[src/inc/lsq_pkg.sv]
// Functional notes
// frames carry destination then source address
// link open: send SABM, start T1
// answer SABM with UA, zero V(S), V(R)
// UA received: stop T1, zero state variables
// T1 expiry resends SABM until N1 tries
// I frame N(S)=V(S), then V(S)+1
// stop new I frames at window seven
// locally busy may send if peer not busy
// frame-rejection condition stops I frames
// in-sequence I frame accepted, V(R) incremented
// pending I frame piggybacks the acknowledgement
// nothing queued: answer with RR N(R)=V(R)
// busy: discard I frames, repeat busy indication
// poll a busy peer periodically
// empty I frame reported without payload
// out-of-sequence I: discard, send REJ once
// every I/S N(R) checked, T1 reset/restarted
// T1 expiry with outstanding frames: retransmit
// REJ loads V(S) with its N(R)
// idle REJ retransmits now; U/S finishes
// full duplex REJ aborts current I frame
// retransmission never exceeds seven-frame window
// busy: polled S frame answered RNR final
// T1 and N1 programmable by software
//
// Purpose: constants and carriers of the link sequencer
// Assumes: one 25 MHz clock, synchronous reset
// Notes:   register offsets are byte addresses of 32-bit words
package lsq_pkg;
	localparam logic [7:0]  REG_CTRL   = 8'h00;  // b0 connect, b1 local busy, b2 full duplex
	localparam logic [7:0]  REG_T1     = 8'h04;  // T1 in clock cycles
	localparam logic [7:0]  REG_N1     = 8'h08;  // retry limit
	localparam logic [7:0]  REG_DST    = 8'h0C;  // peer station address
	localparam logic [7:0]  REG_SRC    = 8'h10;  // own station address
	localparam logic [7:0]  REG_STAT   = 8'h14;  // read-only status
	localparam int          CTRL_CONN  = 0;
	localparam int          CTRL_BUSY  = 1;
	localparam int          CTRL_FDX   = 2;
	localparam logic [23:0] T1_RST     = 24'h0186A0;  // 4 ms at 25 MHz
	localparam logic [3:0]  N1_RST     = 4'hA;
	localparam logic [2:0]  WINDOW     = 3'h7;
	localparam logic [2:0]  SEQ_ONE    = 3'h1;

	typedef enum logic [2:0] {K_I, K_RR, K_RNR, K_REJ, K_SABM, K_UA} lsq_kind_t;
	typedef enum logic [1:0] {LS_IDLE, LS_SETUP, LS_LINK} lsq_st_t;

	// decoded received frame
	typedef struct packed {
		lsq_kind_t   kind;
		logic [2:0]  ns;
		logic [2:0]  nr;
		logic        pf;
		logic        fcs_ok;
		logic        empty;
	} lsq_rx_t;

	// frame order to the framer; destination ahead of source
	typedef struct packed {
		logic [15:0] dst;
		logic [15:0] src;
		lsq_kind_t   kind;
		logic [2:0]  ns;
		logic [2:0]  nr;
		logic        pf;
	} lsq_tx_t;

	typedef struct packed {
		lsq_st_t     st;
		lsq_tx_t     tx;
		logic        tx_v;
		logic [2:0]  vs;
		logic [2:0]  vr;
		logic [2:0]  va;
		logic [3:0]  retry;
		logic [23:0] t1_cnt;
		logic        t1_run;
		logic [23:0] t1_val;
		logic [3:0]  n1;
		logic [15:0] dst;
		logic [15:0] src;
		logic        busy;
		logic        busy_q;
		logic        fdx;
		logic        peer_busy;
		logic        rej_sent;
		logic        fail;
		logic        p_ua;
		logic        p_sabm;
		logic        p_rr;
		logic        p_rnr;
		logic        p_rej;
		logic        p_f;
		logic        p_poll;
		logic        take;
		logic [2:0]  take_ns;
		logic        dlv;
		logic        dlv_empty;
		logic        abort;
		logic [31:0] rdata;
	} lsq_state_t;
endpackage

[src/rtl/lsq_link_sequencer.sv]
// Purpose: sequencing engine of a balanced packet link (set-up, numbering, ack, reject)
// Assumes: framer outside builds frames from tx_o and decodes received frames into rx_i
// Notes:   I frame payloads live in the user store, addressed by the N(S) on take_ns_o
`timescale 1ns/1ps
module lsq_link_sequencer (
	input  wire logic            clk_i,
	input  wire logic            srst_i,
	input  wire logic [7:0]      addr_i,
	input  wire logic [31:0]     wdata_i,
	input  wire logic            we_i,
	input  wire logic            re_i,
	output logic      [31:0]     rdata_o,
	input  wire lsq_pkg::lsq_rx_t rx_i,
	input  wire logic            rx_valid_i,
	output lsq_pkg::lsq_tx_t     tx_o,
	output logic                 tx_valid_o,
	input  wire logic            tx_ready_i,
	output logic                 tx_abort_o,
	input  wire logic            i_pend_i,
	input  wire logic            frmr_i,
	output logic                 take_o,
	output logic      [2:0]      take_ns_o,
	output logic                 dlv_o,
	output logic                 dlv_empty_o
);
	lsq_pkg::lsq_state_t s;
	lsq_pkg::lsq_state_t n;
	logic                ld;
	logic                rx_ok;
	logic                rx_rej;
	logic                t1_exp;
	logic                can_i;
	logic                s_need;

	assign rx_ok  = rx_valid_i && rx_i.fcs_ok;
	assign rx_rej = rx_ok && s.st == lsq_pkg::LS_LINK && rx_i.kind == lsq_pkg::K_REJ;
	assign t1_exp = s.t1_run && s.t1_cnt >= s.t1_val;
	// window, busy peer, reject gate
	assign can_i  = s.st == lsq_pkg::LS_LINK && i_pend_i && !frmr_i && !s.peer_busy && !rx_rej
	                && (3'(s.vs - s.va) != lsq_pkg::WINDOW);
	assign s_need = s.p_rnr || s.p_rej || s.p_f || s.p_poll || (s.p_rr && !can_i);
	assign ld     = !s.tx_v || tx_ready_i;

	// next state: registers, transmit slot, T1, then receive (receive sets win over load clears)
	always_comb begin
		n           = s;
		n.take      = 1'b0;
		n.dlv       = 1'b0;
		n.abort     = 1'b0;
		n.rdata     = 32'h00000000;
		n.busy_q    = s.busy;
		if (s.t1_run) begin
			n.t1_cnt = 24'(s.t1_cnt + 24'h000001);
		end
		// register writes
		if (we_i) begin
			unique case (addr_i)
				lsq_pkg::REG_CTRL: begin
					n.busy = wdata_i[lsq_pkg::CTRL_BUSY];
					n.fdx  = wdata_i[lsq_pkg::CTRL_FDX];
					// connect request
					if (wdata_i[lsq_pkg::CTRL_CONN] && s.st == lsq_pkg::LS_IDLE) begin
						n.st     = lsq_pkg::LS_SETUP;
						n.p_sabm = 1'b1;
						n.retry  = 4'h0;
						n.fail   = 1'b0;
					end
				end
				// programmable timing
				lsq_pkg::REG_T1: n.t1_val = wdata_i[23:0];
				lsq_pkg::REG_N1: n.n1 = wdata_i[3:0];
				lsq_pkg::REG_DST: n.dst = wdata_i[15:0];
				lsq_pkg::REG_SRC: n.src = wdata_i[15:0];
				default: ;
			endcase
		end
		// reads answer one cycle later; unmapped reads give zero
		if (re_i) begin
			unique case (addr_i)
				lsq_pkg::REG_CTRL: n.rdata = {29'h0, s.fdx, s.busy, 1'b0};
				lsq_pkg::REG_T1:   n.rdata = {8'h00, s.t1_val};
				lsq_pkg::REG_N1:   n.rdata = {28'h0, s.n1};
				lsq_pkg::REG_DST:  n.rdata = {16'h0000, s.dst};
				lsq_pkg::REG_SRC:  n.rdata = {16'h0000, s.src};
				lsq_pkg::REG_STAT: n.rdata = {8'h00, s.retry, s.t1_run, s.fail, s.rej_sent, s.peer_busy,
				                              1'b0, s.va, 1'b0, s.vr, 1'b0, s.vs, 2'b00, s.st};
				default:           n.rdata = 32'h00000000;
			endcase
		end
		// busy edges announce themselves with RNR or RR
		if (s.busy && !s.busy_q) begin
			n.p_rnr = 1'b1;
		end
		if (!s.busy && s.busy_q) begin
			n.p_rr = 1'b1;
		end
		if (s.tx_v && tx_ready_i) begin
			n.tx_v = 1'b0;
		end
		// transmit slot: UA, SABM, supervisory, then I frames
		if (ld) begin
			// address order
			n.tx.dst = s.dst;
			n.tx.src = s.src;
			n.tx.ns  = s.vs;
			n.tx.nr  = s.vr;
			n.tx.pf  = 1'b0;
			if (s.p_ua) begin
				n.tx.kind = lsq_pkg::K_UA;
				n.tx_v    = 1'b1;
				n.p_ua    = 1'b0;
			end else if (s.p_sabm) begin
				// T1 starts with SABM
				n.tx.kind = lsq_pkg::K_SABM;
				n.tx_v    = 1'b1;
				n.p_sabm  = 1'b0;
				n.t1_run  = 1'b1;
				n.t1_cnt  = 24'h000000;
			end else if (s_need && s.st == lsq_pkg::LS_LINK) begin
				// busy answers with RNR
				n.tx.kind = s.busy ? lsq_pkg::K_RNR : (s.p_rej ? lsq_pkg::K_REJ : lsq_pkg::K_RR);
				n.tx.pf   = s.p_f || s.p_poll;
				n.tx_v    = 1'b1;
				{n.p_rr, n.p_rnr, n.p_rej, n.p_f, n.p_poll} = 5'h00;
			end else if (can_i) begin
				// numbered, piggybacked
				n.tx.kind = lsq_pkg::K_I;
				n.tx_v    = 1'b1;
				n.vs      = 3'(s.vs + lsq_pkg::SEQ_ONE);
				n.p_rr    = 1'b0;
				n.take    = 1'b1;
				n.take_ns = s.vs;
				if (!s.t1_run) begin
					n.t1_run = 1'b1;
					n.t1_cnt = 24'h000000;
				end
			end
		end
		// T1 expiry
		if (t1_exp) begin
			n.t1_cnt = 24'h000000;
			if (s.st != lsq_pkg::LS_IDLE && 4'(s.retry + 4'h1) >= s.n1) begin
				// retry limit reached
				n.st     = lsq_pkg::LS_IDLE;
				n.fail   = 1'b1;
				n.t1_run = 1'b0;
				n.p_sabm = 1'b0;
			end else if (s.st == lsq_pkg::LS_SETUP) begin
				// resend SABM, T1 restarts at send
				n.retry  = 4'(s.retry + 4'h1);
				n.p_sabm = 1'b1;
				n.t1_run = 1'b0;
			end else if (s.vs != s.va) begin
				// go back to first unacknowledged
				n.retry  = 4'(s.retry + 4'h1);
				n.vs     = s.va;
				n.p_poll = 1'b1;
			end else if (s.peer_busy) begin
				// periodic poll of busy peer
				n.p_poll = 1'b1;
			end else begin
				n.t1_run = 1'b0;
			end
		end
		// receive side
		if (rx_ok) begin
			if (rx_i.kind == lsq_pkg::K_SABM) begin
				// accept connection
				n.st        = lsq_pkg::LS_LINK;
				n.p_ua      = 1'b1;
				n.vs        = 3'h0;
				n.vr        = 3'h0;
				n.va        = 3'h0;
				n.retry     = 4'h0;
				n.t1_run    = 1'b0;
				n.peer_busy = 1'b0;
				n.rej_sent  = 1'b0;
				n.p_sabm    = 1'b0;
			end else if (rx_i.kind == lsq_pkg::K_UA) begin
				if (s.st == lsq_pkg::LS_SETUP) begin
					// link up
					n.st     = lsq_pkg::LS_LINK;
					n.t1_run = 1'b0;
					n.vs     = 3'h0;
					n.vr     = 3'h0;
					n.va     = 3'h0;
					n.retry  = 4'h0;
				end
			end else if (s.st == lsq_pkg::LS_LINK) begin
				if (rx_i.kind == lsq_pkg::K_REJ) begin
					// restart from requested frame
					n.vs = rx_i.nr;
					// full duplex aborts I only
					if (n.tx_v && n.tx.kind == lsq_pkg::K_I && s.fdx) begin
						n.tx_v  = 1'b0;
						n.abort = 1'b1;
					end
				end
				// acknowledgement check
				if (rx_i.nr != s.va) begin
					n.va     = rx_i.nr;
					n.retry  = 4'h0;
					n.t1_cnt = 24'h000000;
					n.t1_run = n.vs != rx_i.nr;
				end
				if (rx_i.kind == lsq_pkg::K_I) begin
					if (s.busy) begin
						// discard, repeat busy
						n.p_rnr = 1'b1;
					end else if (rx_i.ns == s.vr) begin
						// accept and acknowledge
						n.vr        = 3'(s.vr + lsq_pkg::SEQ_ONE);
						n.dlv       = 1'b1;
						n.dlv_empty = rx_i.empty;
						n.rej_sent  = 1'b0;
						n.p_rr      = 1'b1;
					end else if (!s.rej_sent) begin
						// one outstanding reject
						n.p_rej    = 1'b1;
						n.rej_sent = 1'b1;
					end
					if (rx_i.pf) begin
						n.p_f = 1'b1;
					end
				end else begin
					n.peer_busy = rx_i.kind == lsq_pkg::K_RNR;
					// polled S frame gets a final answer
					if (rx_i.pf) begin
						n.p_f = 1'b1;
					end
				end
			end
		end
	end

	// single state register
	always_ff @(posedge clk_i) begin
		if (srst_i) begin
			s        <= '0;
			s.t1_val <= lsq_pkg::T1_RST;
			s.n1     <= lsq_pkg::N1_RST;
		end else begin
			s <= n;
		end
	end

	assign rdata_o     = s.rdata;
	assign tx_o        = s.tx;
	assign tx_valid_o  = s.tx_v;
	assign tx_abort_o  = s.abort;
	assign take_o      = s.take;
	assign take_ns_o   = s.take_ns;
	assign dlv_o       = s.dlv;
	assign dlv_empty_o = s.dlv_empty;
endmodule
[config.mk]
export PLATFORM = sky130hd
export DESIGN_NAME = lsq_link_sequencer
export DESIGN_NICKNAME = d
export VERILOG_FILES = /design/src/inc/lsq_pkg.sv /design/src/rtl/lsq_link_sequencer.sv
export SDC_FILE = /design/constraint.sdc
export NUM_CORES = 1
export LEC_CHECK = 0
export ABC_AREA = 1
export BUFFER_PORTS_ARGS = -buffer_cell sky130_fd_sc_hd__buf_2
export CAP_MARGIN = 20
export CORE_MARGIN = 5
export CORE_UTILIZATION = 50
export CTS_BUF_LIST = sky130_fd_sc_hd__clkbuf_8
export CTS_CLUSTER_DIAMETER = 200
export DETAILED_ROUTE_END_ITERATION = 10
export PLACE_DENSITY = 0.7
export REMOVE_ABC_BUFFERS = 1
export SLEW_MARGIN = 20
export SYNTH_ARGS = -nofsm -noshare
export SYNTH_HDL_FRONTEND = slang
export SYNTH_SLANG_ARGS = --single-unit
export TNS_END_PERCENT = 30
[constraint.sdc]
create_clock -name clk_i -period 6.03 [get_ports clk_i]
set_clock_uncertainty 0.2 [all_clocks]
set_input_delay 0 -clock clk_i [delete_from_list [all_inputs] [get_ports clk_i]]
set_output_delay 0 -clock clk_i [all_outputs]
set_load 0.05 [all_outputs]
==> out/results.ini <==
[worst_setup_path]
r2r_slack_ns=2.50
crit_required_ns=6.24
critPathKind=in2reg
rr_worst_depth=17
worstPathMaxFanout=5
crit_path_end_kind=register
critPathArrivalTime_ns=4.41
worstSetupStartpointType=input pin

[sta]
timing.hold.ws_ns=0.0640
drv_slew=0
finalSetupViolations=0
hold_viol=0
tns_ns=0
max_freq_mhz=238
rsz0062_at_grt=false
max_slew_margin_pct=36.0
worstMarginPinSlew_ns=0.960
period_needed_ns=4.20
period_share_pct=69.7

[global_route]
grt_usage_pct=22.4
overflow=0
grt_pass1_wl_mm=39.5
grt_max_degree=108
antenna_found_initial=0
grt_pass1_vias=7801

[run]
cap_violations=0

[clocking]
clock_latency_ns=0.47
clockRootBuffer=clkbuf_8
cts_htree_levels=4
cts_tree=done
clk_path_buf_depth=2
cts_num_sinks=187
post_cts_buffers=0
clk_pin_slew_ns=0.11
numCtsBuffers=17

[logic_synthesis]
synth_area_sq_mm=0.00917
synth_edf_count=0
seq_area_frac_synth_pct=40.8
synthMuxAreaShare_pct=0
synthSimpleGateAreaFrac_pct=22.5
synth.distinct_cells=44
ys.warnings.count=0
synth_flop_cell=dfxtp_1
yosys.area_share.xor_xnor_pct=2.39
syn_inst=1238
synth_top_cell_by_area=dfxtp_1
synthAdderAreaFrac_pct=4.99
avgSynthCellArea_sq_um=7.41
synth_top_family_by_area=simple AND/OR/NAND/NOR gates
ys_top_cells_by_area=dfxtp_1, nor2_1, nand2_1
ys_ff_latch=187
synth-compound-area-share_pct=15.7
async_flop_share_pct=0
synth_top_area_share_pct=40.8

[cells_and_area]
regArea_sq_mm=0.00374
layout_commonest_cell=nor2_1
nNetsFinal=1437
n_antenna_cell=0
fillers=1715
multiInputGateArea_sq_mm=0.00422
drive_above_1_share_pct=14.5
fin_util_pct=58.1
areaGrowthSynthToFinish_pct=14.2
final_cell_mix=nor2_1, dfxtp_1, nand2_1

[die]
initial_utilization_pct=50.9
dieArea_sq_mm=0.0211
die_x_microns=145
rows=49
die_h_microns=145
core_sq_mm=0.0180
ioPinCount=142

[power_and_ir_drop]
powerDensity_mw_per_mm2=215
p_seq_share_pct=55.3
leakagePower_nw=4.67
p_clk_share_pct=38.3
sw_frac_of_total_pct=26.9
ir_worst_vdd_mv=0.138
totalPowerFinal_w=0.00225
pwr-share-comb_pct=6.4
power.net_switching_w=0.000605
power.internal_w=0.00164

[drt]
routed_wl_mm=24.1
dr.pass1.iters=5
vias=8348
drc=0
drt.antenna.violating_nets=0
drt_iter0_markers=624
routedWlPerCell_microns=15.2
vias_per_cell=5.27

[hold_path]
hold_class=in2reg
hold_depth=7

[place]
hpwl_mm=17.0
place_congestion=0.889
io_buffers=125

[run_status]
outcome=completed

[sequential cells by signal, indices dropped and copies added, names as in the netlist]
name,cells
tx_abort_o,1
dlv_empty_o,1
n,1
s,112
tx_valid_o,1
rdata_o,24
take_o,1
dlv_o,1
tx_o,42
take_ns_o,3
[worst max-delay path, stage by stage]
cell and delay, ns:
dlygate4sd3_1 0.53, buf_2 0.12, nor3_1 0.17, dlygate4sd3_1 0.58, nand2_1 0.09, dlygate4sd3_1 0.60
nor4_1 0.56, inv_1 0.14, nor2_1 0.32, nand2_1 0.09, dlygate4sd3_1 0.57, o211ai_1 0.07
dlygate4sd3_1 0.57
[stage by stage]
step	cells	setup WS, ns	area (sq um)
floorplan	1125	2.73	8440
global placement	1485	2.71	9400
detailed placement	1485	2.68	9400
CTS	1583	2.00	10500
global route	1583	1.58	10500
finish	1583	1.83	10500
[Yosys cell counts (all sizes together) (2+ instances only)]
cell type    n
dfxtp      187
nand3       49
a221oi       6
nand4       19
o21ai      112
a211oi       6
buf         83
nor2       199
a41oi        2
a21oi      102
inv        128
nand2      176
clkbuf      37
o22ai       15
nor3        19
o211ai      12
nand3b       2
a21o         2
or2          6
nor4         4
and3         2
o2111ai      2
a31oi        2
xnor2       15
xor2        10
ha          35
[power groups by stage]
| stage | Combinational [W] | Sequential (W) | Clock [W] |
|---|---|---|---|
| after detailed placement | 0.000114 | 0.00127 | 0 |
| after global placement | 0.000113 | 0.00127 | 0 |
| final | 0.000144 | 0.00124 | 0.000863 |
| after floorplan | 0.0000587 | 0.00128 | 0 |
| after CTS | 0.000141 | 0.00124 | 0.000877 |
| after global routing | 0.000156 | 0.00124 | 0.000922 |
[final timing paths]
| kind | from | end |
|---|---|---|
| setup / recovery | addr_i[6] | s[87]$_SDFFE_PP1P_ |
| hold / removal | addr_i[4] | rdata_o[15]$_SDFF_PP0_ |
| setup reg to reg | s[147]$_SDFF_PP0_ | s[147]$_SDFF_PP0_ |
| hold reg to reg | take_ns_o[0]$_SDFFE_PP0P_ | take_ns_o[0]$_SDFFE_PP0P_ |
[cell type report]
class | count | share of cell area, %
multi-input combinational | 810 | 40.3
sequential | 187 | 35.8
timing repair buffer | 197 | 12.7
inverter | 128 | 4.59
tap | 229 | 2.74
clock buffer | 17 | 2.23
clock inverter | 15 | 1.69
[cells by family after synthesis]
family | after synthesis
compound gates | 264
simple gates | 477
xor+xnor | 25
fa+ha+maj | 36
other cells | 1
buf+inv | 248
flops | 187
[layer usage]
metal	global-route usage, %	part of all wire, %
met5	0	0
met4	6.58	2.2
met3	5.05	7.8
met1	31.1	46
met2	35.2	44
[timing repair]
| action | in CTS | in global routing |
|---|---|---|
| hold buffers | 66 | 0 |
| endpoints found under the hold margin | 139 | 0 |
| resized for setup | 0 | 0 |
Power figures use the tool's default switching activity.
